$ cat src/port_change_pkg.sv
// Package for the root hub port change-flag block: register layout, timing, carriers.
// Assumes a single 250 MHz core clock and a register port reached by code read/write strobes.
package port_change_pkg;

  localparam int unsigned CLK_MHZ          = 250;
  localparam int unsigned PORT_COUNT       = 2;

  // Register codes: read and write codes per port.
  localparam logic [7:0] PORT1_READ_CODE   = 8'h15;
  localparam logic [7:0] PORT2_READ_CODE   = 8'h16;
  localparam logic [7:0] PORT1_WRITE_CODE  = 8'h95;
  localparam logic [7:0] PORT2_WRITE_CODE  = 8'h96;

  // Bit positions within the port status/control word.
  localparam int unsigned BIT_PRESENT      = 0;
  localparam int unsigned BIT_ENABLED      = 1;
  localparam int unsigned BIT_SUSPENDED    = 2;
  localparam int unsigned BIT_OVERCURRENT  = 3;
  localparam int unsigned BIT_RESET_ACTIVE = 4;
  localparam int unsigned BIT_POWER_ON     = 8;
  localparam int unsigned BIT_SLOW_DEVICE  = 9;
  localparam int unsigned BIT_CONNECT_CHG  = 16;
  localparam int unsigned BIT_ENABLE_CHG   = 17;
  localparam int unsigned BIT_RESUME_CHG   = 18;
  localparam int unsigned BIT_OVERCUR_CHG  = 19;
  localparam int unsigned BIT_RESET_CHG    = 20;
  localparam int unsigned CHANGE_LSB       = 16;
  localparam int unsigned CHANGE_WIDTH     = 5;

  // Timing: reset signalling and resume resynchronisation.
  localparam int unsigned RESET_TIME_MS    = 10;
  localparam int unsigned RESYNC_TIME_MS   = 3;
  localparam int unsigned RESUME_PULSE_MS  = 20;
  localparam int unsigned RESET_CYCLES     = RESET_TIME_MS * CLK_MHZ * 1000;
  localparam int unsigned RESYNC_CYCLES    = RESYNC_TIME_MS * CLK_MHZ * 1000;
  localparam int unsigned RESUME_CYCLES    = RESUME_PULSE_MS * CLK_MHZ * 1000;
  localparam int unsigned TIMER_WIDTH      = 24;

  // Hardware events seen by one port.
  typedef struct packed {
    logic present;
    logic slow_device;
    logic overcurrent;
    logic enable_lost;
    logic eop_done;
    logic resume_req;
  } port_events_s;

  // Lower status bits owned by the rest of the port.
  typedef struct packed {
    logic power_on;
    logic reset_active;
    logic suspended;
    logic enabled;
  } port_state_s;

  typedef enum logic [1:0] {
    SEQ_IDLE,
    SEQ_RESET,
    SEQ_RESUME,
    SEQ_RESYNC
  } seq_state_e;

endpackage

$ cat src/pin_sync.sv
// Three-stage input synchroniser with agreement filter for asynchronous port pins.
// Assumes core_clk domain; output changes once stages two and three agree.
`timescale 1ns/1ps
module pin_sync import port_change_pkg::*; #(
  parameter int unsigned WIDTH = 1
) (
  // Clock and reset
  input  wire logic             core_clk,
  input  wire logic             sys_rst,
  // Pins and filtered level
  input  wire logic [WIDTH-1:0] pin_in,
  output logic      [WIDTH-1:0] level_out
);

  logic [WIDTH-1:0] s1_q;
  logic [WIDTH-1:0] s2_q;
  logic [WIDTH-1:0] s3_q;
  logic [WIDTH-1:0] agree;

  assign agree = ~(s2_q ^ s3_q);

  always_ff @(posedge core_clk) begin
    if (sys_rst) begin
      s1_q      <= '0;
      s2_q      <= '0;
      s3_q      <= '0;
      level_out <= '0;
    end else begin
      s1_q      <= pin_in;
      s2_q      <= s1_q;
      s3_q      <= s2_q;
      level_out <= (agree & s3_q) | (~agree & level_out);
    end
  end

endmodule

$ cat src/root_port_status_control.sv
// Per-port change flags, slow-device indication and power clear for a two-port root hub.
// Assumes a synchronous register port with read/write codes and raw pin inputs per port.
//
// Functional notes
// - Set reset-done change flag when the 10 ms reset signalling ends.
// - Change flags clear on a written one, resume-done also when reset-done sets; zero leaves them unchanged.
// - Overcurrent change flag sets whenever the port overcurrent indicator changes while per_port_oc is set.
// - Resume-done flag sets after resume pulse, slow EOP and 3 ms resync.
// - Resume-done flag clears whenever the reset-done flag becomes set.
// - Enable-lost flag sets only on hardware loss of port enable.
// - Connect change flag sets on every connect or disconnect of a non-fixed port.
// - Reset, enable or suspend write on empty port sets connect change.
// - Fixed-device port sets connect change only after a root hub reset.
// - Read bit 9 shows the synchronised slow pin, whether or not a device is present.
// - Writing one to bit 9 clears port power; zero does nothing.
// - Writes arriving during a bus transaction are held until it finishes.
// - Reset-active clears in the same cycle the reset-done flag sets.
// - Reset write on empty port starts no reset, only raises connect change.
`timescale 1ns/1ps
module root_port_status_control import port_change_pkg::*; #(
  parameter int unsigned NPORTS        = PORT_COUNT,
  parameter int unsigned RESET_COUNT   = RESET_CYCLES,
  parameter int unsigned RESUME_COUNT  = RESUME_CYCLES,
  parameter int unsigned RESYNC_COUNT  = RESYNC_CYCLES,
  parameter logic [1:0]  FIXED_DEVICES = 2'h0
) (
  // Clock and reset
  input  wire logic                 core_clk,
  input  wire logic                 sys_rst,
  // Register port
  input  wire logic                 reg_wr,
  input  wire logic                 reg_rd,
  input  wire logic [7:0]           reg_code,
  input  wire logic [31:0]          reg_wdata,
  output logic      [31:0]          reg_rdata,
  // Transaction in progress on the bus
  input  wire logic                 xfer_busy,
  // Port pins and events
  input  wire logic [NPORTS-1:0]    pin_present,
  input  wire logic [NPORTS-1:0]    pin_slow,
  input  wire logic [NPORTS-1:0]    pin_overcurrent,
  input  wire logic [NPORTS-1:0]    enable_lost,
  input  wire logic [NPORTS-1:0]    eop_done,
  input  wire logic [NPORTS-1:0]    resume_req,
  input  wire logic                 per_port_oc,
  // Port control outputs
  output logic      [NPORTS-1:0]    port_reset_drive,
  output logic      [NPORTS-1:0]    port_resume_drive,
  output logic      [NPORTS-1:0]    port_power_on
);

  ////////////////////////////////////////////////////////////////////////////
  // Pin synchronisation.

  logic [NPORTS-1:0] present_s;
  logic [NPORTS-1:0] slow_s;
  logic [NPORTS-1:0] oc_s;

  pin_sync #(.WIDTH(3 * NPORTS)) u_sync (
    .core_clk  (core_clk),
    .sys_rst   (sys_rst),
    .pin_in    ({pin_present, pin_slow, pin_overcurrent}),
    .level_out ({present_s, slow_s, oc_s})
  );

  ////////////////////////////////////////////////////////////////////////////
  // Write capture, held while a transaction is in progress.

  logic        pend_q;
  logic        pend_d;
  logic [1:0]  pend_port_q;
  logic [31:0] pend_data_q;
  logic        wr_hit;
  logic [1:0]  wr_port;
  logic        apply;

  assign wr_hit  = reg_wr && (reg_code == PORT1_WRITE_CODE || reg_code == PORT2_WRITE_CODE);
  assign wr_port = (reg_code == PORT1_WRITE_CODE) ? 2'h1 : 2'h2;
  assign apply   = pend_q && !xfer_busy;
  assign pend_d  = wr_hit ? 1'b1 : (apply ? 1'b0 : pend_q);

  always_ff @(posedge core_clk) begin
    if (sys_rst) begin
      pend_q      <= 1'b0;
      pend_port_q <= 2'h0;
      pend_data_q <= 32'h0;
    end else begin
      pend_q <= pend_d;
      if (wr_hit) begin
        pend_port_q <= wr_port;
        pend_data_q <= reg_wdata;
      end
    end
  end

  ////////////////////////////////////////////////////////////////////////////
  // Per-port logic.

  logic [31:0] port_word [NPORTS];
  logic        rst_done_q;

  // A root hub reset has completed once sys_rst has dropped.
  always_ff @(posedge core_clk) begin
    if (sys_rst) begin
      rst_done_q <= 1'b0;
    end else begin
      rst_done_q <= 1'b1;
    end
  end

  for (genvar p = 0; p < NPORTS; p++) begin : g_port
    seq_state_e              st_q;
    seq_state_e              st_d;
    logic [TIMER_WIDTH-1:0]  tmr_q;
    logic [TIMER_WIDTH-1:0]  tmr_d;
    logic [CHANGE_WIDTH-1:0] chg_q;
    logic [CHANGE_WIDTH-1:0] chg_set;
    logic [CHANGE_WIDTH-1:0] chg_clr;
    port_state_s             ps_q;
    port_state_s             ps_d;
    logic                    present_q;
    logic                    oc_q;
    logic                    fixed_seen_q;
    logic                    wr_me;
    logic                    wr_reset;
    logic                    wr_enable;
    logic                    wr_suspend;
    logic                    wr_clr_en;
    logic                    wr_power_set;
    logic                    wr_power_clr;
    logic                    reset_end;
    logic                    resync_end;
    logic                    conn_evt;
    logic                    empty_cmd;
    logic                    fixed_evt;
    logic                    hw_disable;

    assign wr_me        = apply && (pend_port_q == 2'(p + 1));
    assign wr_clr_en    = wr_me && pend_data_q[BIT_PRESENT];
    assign wr_enable    = wr_me && pend_data_q[BIT_ENABLED];
    assign wr_suspend   = wr_me && pend_data_q[BIT_SUSPENDED];
    assign wr_reset     = wr_me && pend_data_q[BIT_RESET_ACTIVE];
    assign wr_power_set = wr_me && pend_data_q[BIT_POWER_ON];
    assign wr_power_clr = wr_me && pend_data_q[BIT_SLOW_DEVICE];
    assign reset_end    = (st_q == SEQ_RESET) && (tmr_q == '0);
    assign resync_end   = (st_q == SEQ_RESYNC) && (tmr_q == '0);
    assign hw_disable   = ps_q.enabled && (enable_lost[p] || !present_s[p] || oc_s[p]);
    assign empty_cmd    = !present_s[p] && (wr_reset || wr_enable || wr_suspend);
    assign fixed_evt    = rst_done_q && !fixed_seen_q && present_s[p];
    assign conn_evt     = FIXED_DEVICES[p] ? fixed_evt : (present_s[p] != present_q);

    // Event sources per change flag; sets beat same-cycle clears below.
    assign chg_set[BIT_CONNECT_CHG - CHANGE_LSB] = conn_evt || empty_cmd;
    assign chg_set[BIT_ENABLE_CHG - CHANGE_LSB]  = hw_disable;
    assign chg_set[BIT_RESUME_CHG - CHANGE_LSB]  = resync_end;
    assign chg_set[BIT_OVERCUR_CHG - CHANGE_LSB] = per_port_oc && (oc_s[p] != oc_q);
    assign chg_set[BIT_RESET_CHG - CHANGE_LSB]   = reset_end;
    assign chg_clr = wr_me ? pend_data_q[CHANGE_LSB +: CHANGE_WIDTH] : '0;

    always_comb begin
      st_d  = st_q;
      tmr_d = (tmr_q != '0) ? tmr_q - 1'b1 : tmr_q;
      ps_d  = ps_q;
      if (wr_power_set) begin
        ps_d.power_on = 1'b1;
      end
      if (wr_enable && present_s[p]) begin
        ps_d.enabled = 1'b1;
      end
      if (wr_clr_en || hw_disable) begin
        ps_d.enabled = 1'b0;
      end
      if (wr_suspend && present_s[p]) begin
        ps_d.suspended = 1'b1;
      end
      case (st_q)
        SEQ_IDLE: begin
          if (wr_reset && present_s[p]) begin
            st_d            = SEQ_RESET;
            tmr_d           = TIMER_WIDTH'(RESET_COUNT - 1);
            ps_d.reset_active = 1'b1;
          end else if (ps_q.suspended && resume_req[p]) begin
            st_d  = SEQ_RESUME;
            tmr_d = TIMER_WIDTH'(RESUME_COUNT - 1);
          end
        end
        SEQ_RESET: begin
          if (reset_end) begin
            st_d              = SEQ_IDLE;
            ps_d.reset_active = 1'b0;
            ps_d.enabled      = 1'b1;
          end
        end
        SEQ_RESUME: begin
          if (tmr_q == '0 && eop_done[p]) begin
            st_d  = SEQ_RESYNC;
            tmr_d = TIMER_WIDTH'(RESYNC_COUNT - 1);
          end
        end
        SEQ_RESYNC: begin
          if (resync_end) begin
            st_d           = SEQ_IDLE;
            ps_d.suspended = 1'b0;
          end
        end
        default: begin
          st_d = SEQ_IDLE;
        end
      endcase
      if (wr_power_clr || oc_s[p]) begin
        ps_d = '0;
        st_d = SEQ_IDLE;
      end
    end

    always_ff @(posedge core_clk) begin
      if (sys_rst) begin
        st_q         <= SEQ_IDLE;
        tmr_q        <= '0;
        ps_q         <= '0;
        chg_q        <= '0;
        present_q    <= 1'b0;
        oc_q         <= 1'b0;
        fixed_seen_q <= 1'b0;
      end else begin
        st_q         <= st_d;
        tmr_q        <= tmr_d;
        ps_q         <= ps_d;
        present_q    <= present_s[p];
        oc_q         <= oc_s[p];
        fixed_seen_q <= fixed_seen_q || fixed_evt;
        chg_q        <= chg_set | (chg_q & ~chg_clr);
        if (reset_end) begin
          chg_q[BIT_RESUME_CHG - CHANGE_LSB] <= 1'b0;
        end
      end
    end

    always_comb begin
      port_word[p]                   = 32'h0;
      port_word[p][BIT_PRESENT]      = present_s[p];
      port_word[p][BIT_ENABLED]      = ps_q.enabled;
      port_word[p][BIT_SUSPENDED]    = ps_q.suspended;
      port_word[p][BIT_OVERCURRENT]  = per_port_oc && oc_s[p];
      port_word[p][BIT_RESET_ACTIVE] = ps_q.reset_active;
      port_word[p][BIT_POWER_ON]     = ps_q.power_on;
      port_word[p][BIT_SLOW_DEVICE]  = slow_s[p];
      port_word[p][CHANGE_LSB +: CHANGE_WIDTH] = chg_q;
    end

    assign port_reset_drive[p]  = (st_q == SEQ_RESET);
    assign port_resume_drive[p] = (st_q == SEQ_RESUME);
    assign port_power_on[p]     = ps_q.power_on;
  end

  ////////////////////////////////////////////////////////////////////////////
  // Read data register.

  logic [31:0] rdata_d;

  assign rdata_d = !reg_rd                     ? reg_rdata    :
                   (reg_code == PORT1_READ_CODE) ? port_word[0] :
                   (reg_code == PORT2_READ_CODE) ? port_word[NPORTS-1] : 32'h0;

  always_ff @(posedge core_clk) begin
    if (sys_rst) begin
      reg_rdata <= 32'h0;
    end else begin
      reg_rdata <= rdata_d;
    end
  end

endmodule

$ cat config.mk
export PLATFORM = sky130hd
export DESIGN_NAME = root_port_status_control
export DESIGN_NICKNAME = d
export VERILOG_FILES = /design/src/port_change_pkg.sv /design/src/pin_sync.sv /design/src/root_port_status_control.sv
export SDC_FILE = /design/constraint.sdc
export NUM_CORES = 1
export LEC_CHECK = 0
export ABC_AREA = 1
export BUFFER_PORTS_ARGS = -buffer_cell sky130_fd_sc_hd__buf_2
export CAP_MARGIN = 15
export CORE_MARGIN = 1
export CORE_UTILIZATION = 40
export CTS_BUF_LIST = sky130_fd_sc_hd__clkbuf_4
export DETAILED_ROUTE_END_ITERATION = 6
export SYNTH_ARGS = -nofsm -noshare
export SYNTH_HDL_FRONTEND = slang
export SYNTH_HIERARCHICAL = 1
export SYNTH_SLANG_ARGS = --single-unit
$ cat constraint.sdc
create_clock -name core_clk -period 2.4 [get_ports core_clk]
set_input_delay 0.36 -clock core_clk [delete_from_list [all_inputs] [get_ports core_clk]]
set_output_delay 0.36 -clock core_clk [all_outputs]
set_load 0.01 [all_outputs]
==> impl_metrics.env <==
export IMPL_status="finished, final reports clean"
export IMPL_cts_tree="yes"
export IMPL_htree_levels=4
export IMPL_io_buffers=54
export IMPL_ant_nets=0
export IMPL_critPathMaxFanout=8
export IMPL_drv_slew=0
export IMPL_numCtsBuffers=17
export IMPL_final_core_util_pct=46.11
export IMPL_powerDensity_nw_per_um2=1090
export IMPL_die_y_um=128.6
export IMPL_synth_edff_count=0
export IMPL_yosysWarnings=6
export IMPL_grt_start_max_net_pins=59
export IMPL_clk_latency_ns=0.53
export IMPL_holdWs_ns=0.08140
export IMPL_use_met1_pct=25.17
export IMPL_critPathTopFamily="flip-flops"
export IMPL_worst_slew_pin_slew_ns=0.6930
export IMPL_critPathMaxStageDelay_ns=0.50
export IMPL_cts_setup_buffers=0
export IMPL_final_fill_count=1638
export IMPL_cp_arrival_ns=1.59
export IMPL_grt_busiest_layer="met2"
export IMPL_clk_pin_slew_ns=0.12
export IMPL_cts_sink_count=124
export IMPL_syn_mean_instance_area_um2=7.061
export IMPL_drv_cap=0
export IMPL_chipWidth_um=128.6
export IMPL_wl_mm=15.73
export IMPL_ir_drop_uv=427.0
export IMPL_p_leak_uw=0.003317
export IMPL_cts_resized=0
export IMPL_reg2reg_depth=8
export IMPL_yosys_top_cells_area="dfxtp_1 (39%), nand2_1 (9.8%), nor2_1 (8.4%)"
export IMPL_min_period_over_period_pct=81.44
export IMPL_setup_viol=0
export IMPL_viasPerCell=4.782
export IMPL_grt_pass1_wl_mm=26.00
export IMPL_clockRootBuffer="clkbuf_4"
export IMPL_power_uw=7756
export IMPL_relSlewSlack_pct=53.80
export IMPL_worst_path_buf_inv=2
export IMPL_dieArea_um2=16540
export IMPL_use_met3_pct=4.324
export IMPL_hold_path_end="pend_q"
export IMPL_criticalPathCategory="reg2out"
export IMPL_fin_crit_ns=1.955
export IMPL_clockBufferDepth=2
export IMPL_fin_setup_tns_ns=0
export IMPL_area_growth_pct=10.95
export IMPL_path_cells="inv_1 -> nor2_1 -> buf_2"
export IMPL_yosysTopAreaCell="dfxtp_1"
export IMPL_dr_pass1_iters=7
export IMPL_grt_pass1_vias=5399
export IMPL_r2r_end="g_port[0].chg_q[2]"
export IMPL_num_io_pins=96
export IMPL_r2r_start="g_port[0].tmr_q[0]"
export IMPL_skew_ns=0.01100
export IMPL_hold_viol=0
export IMPL_grt_use_total_pct=20.21
export IMPL_regToRegSetupSlack_ns=0.47
export IMPL_place_gp_congestion=0.8752
export IMPL_cp_start_kind="flop"
export IMPL_async_flop_share_pct=0
export IMPL_drcViolationCount=0
export IMPL_grt_overflow=0
export IMPL_post_synth_top_area_fraction_pct=38.72
export IMPL_crit_path_end_kind="output port"
export IMPL_cts_hold_fix_buffers=6
export IMPL_initial_core_util_pct=41.56
export IMPL_yosysMostFrequentCell="nand2_1"
export IMPL_cp_required_ns=2.04
export IMPL_ys_top_cells_by_count="nand2_1 (167), nor2_1 (143), dfxtp_1 (124)"
export IMPL_num_vias=5719
export IMPL_core_area_um2=15430
export IMPL_dpl_hpwl_mm=11.48
export IMPL_num_rows=45
export IMPL_hold_path_startpoint="xfer_busy"
export IMPL_hold_depth=3
export IMPL_grtUsageMet2_pct=35.01
export IMPL_yosys_register_bits=124
export IMPL_wl_per_cell_um=13.15
export IMPL_ys_seq_area_share_pct=38.72
export IMPL_syn_area_um2=6411
export IMPL_critPathSlowestCell="dfxtp_1"
export IMPL_worstHoldPathType="in2reg"
export IMPL_rsz0062_at_grt="no"
export IMPL_antenna_found_initial=1
export IMPL_synthCells=908
export IMPL_fmax_ghz=0.5116
export IMPL_layout_drive_gt1_share_pct=16.97
export IMPL_fin_nets=1032
export IMPL_drtIter0Drc=300
export IMPL_ys_types=45
export IMPL_synthFlopType="dfxtp_1"
==> layout make-up <==
| class | instances | area (µm²) | area share [%] |
|---|---|---|---|
| multi-input cells | 646 | 3281 | 46.12 |
| flip-flops and latches | 124 | 2482 | 34.90 |
| inverters | 114 | 427.9 | 6.016 |
| repair buffers | 68 | 390.4 | 5.488 |
| well taps | 211 | 264.0 | 3.712 |
| clock inverters | 15 | 137.6 | 1.935 |
| clock buffers | 17 | 127.6 | 1.794 |
| diodes | 1 | 2.502 | 0.03518 |
==> state kept, by name, summed over array words and instances, names as in the netlist, named ones only <==
register          flops
g_port.oc_q           2
port_power_on         2
u_sync/s1_q           6
g_port.present_q      2
pend_port_q           2
pend_q                1
g_port.st_q           4
g_port.ps_q           6
u_sync/s3_q           6
reg_rdata            12
g_port.tmr_q         48
pend_data_q          11
g_port.chg_q         10
u_sync/s2_q           6
==> cells by family (layout without fill, tap and decap cells) <==
group,Yosys count,in the layout,synth area share (%)
compound gates,134,134,11.77
xor+xnor,27,27,3.688
fa+ha+maj,3,3,0.5855
buf+inv,157,214,11.22
flops,124,124,38.72
other cells,1,21,0.05849
simple gates,462,462,33.96
==> worst reg2reg max path, cell delays in order (launching register included) <==
cell	delay (ns)
dfxtp_1	0.35
inv_1	0.13
ha_1	0.36
nand2_4	0.14
nor2_8	0.17
nand3_4	0.23
nor3_2	0.26
a21oi_1	0.08
nor3b_2	0.15
==> layout by cell type, fill, tap and decap left out, types with 13 or more instances in the layout <==
master | Yosys | final
nand2_1 | 167 | 167
nor2_1 | 143 | 143
dfxtp_1 | 124 | 124
inv_1 | 107 | 107
a21oi_1 | 64 | 64
nand3_1 | 58 | 58
buf_2 | 5 | 54
o21ai_0 | 38 | 38
nor2_2 | 24 | 24
conb_1 | 1 | 20
clkbuf_4 | 0 | 17
xor2_1 | 16 | 16
nand4_1 | 13 | 13
==> how the worst max path moves through the flow <==
stage                          endpoint          startpoint  cells past startpoint
floorplan             g_port[0].st_q[1]  g_port[0].tmr_q[0]                     11
global placement     g_port[0].chg_q[2]  g_port[0].tmr_q[0]                      8
detailed placement   g_port[0].chg_q[2]  g_port[0].tmr_q[0]                      8
CTS                 port_reset_drive[1]   g_port[1].st_q[0]                      3
global route         g_port[0].tmr_q[1]  g_port[0].tmr_q[0]                      9
finish              port_reset_drive[1]   g_port[1].st_q[0]                      3
==> power breakdown <==
group | internal (µW) | leakage [µW] | switching (µW)
clock | 527 | 0.000130 | 877
sequential | 2350 | 0.00101 | 298
combinational | 1330 | 0.00218 | 2380
total | 4200 | 0.00332 | 3550
==> metal layers <==
metal / routed length [µm] / vias up
met1: 7324 / 2558
met4: 131 / 0
li1: - / 3001
met5: 0 / -
met3: 701 / 12
met2: 7572 / 148
==> through the flow <==
stage | std cells | setup WS [ns] | cell area, µm²
detailed placement | 1157 | 0.4699 | 6785
floorplan | 927 | 0.8101 | 6482
CTS | 1195 | 0.3974 | 7111
global route | 1196 | 0.2791 | 7113
global placement | 1157 | 0.4677 | 6785
finish | 1196 | 0.4455 | 7113
(Power assumes the default switching activity.)
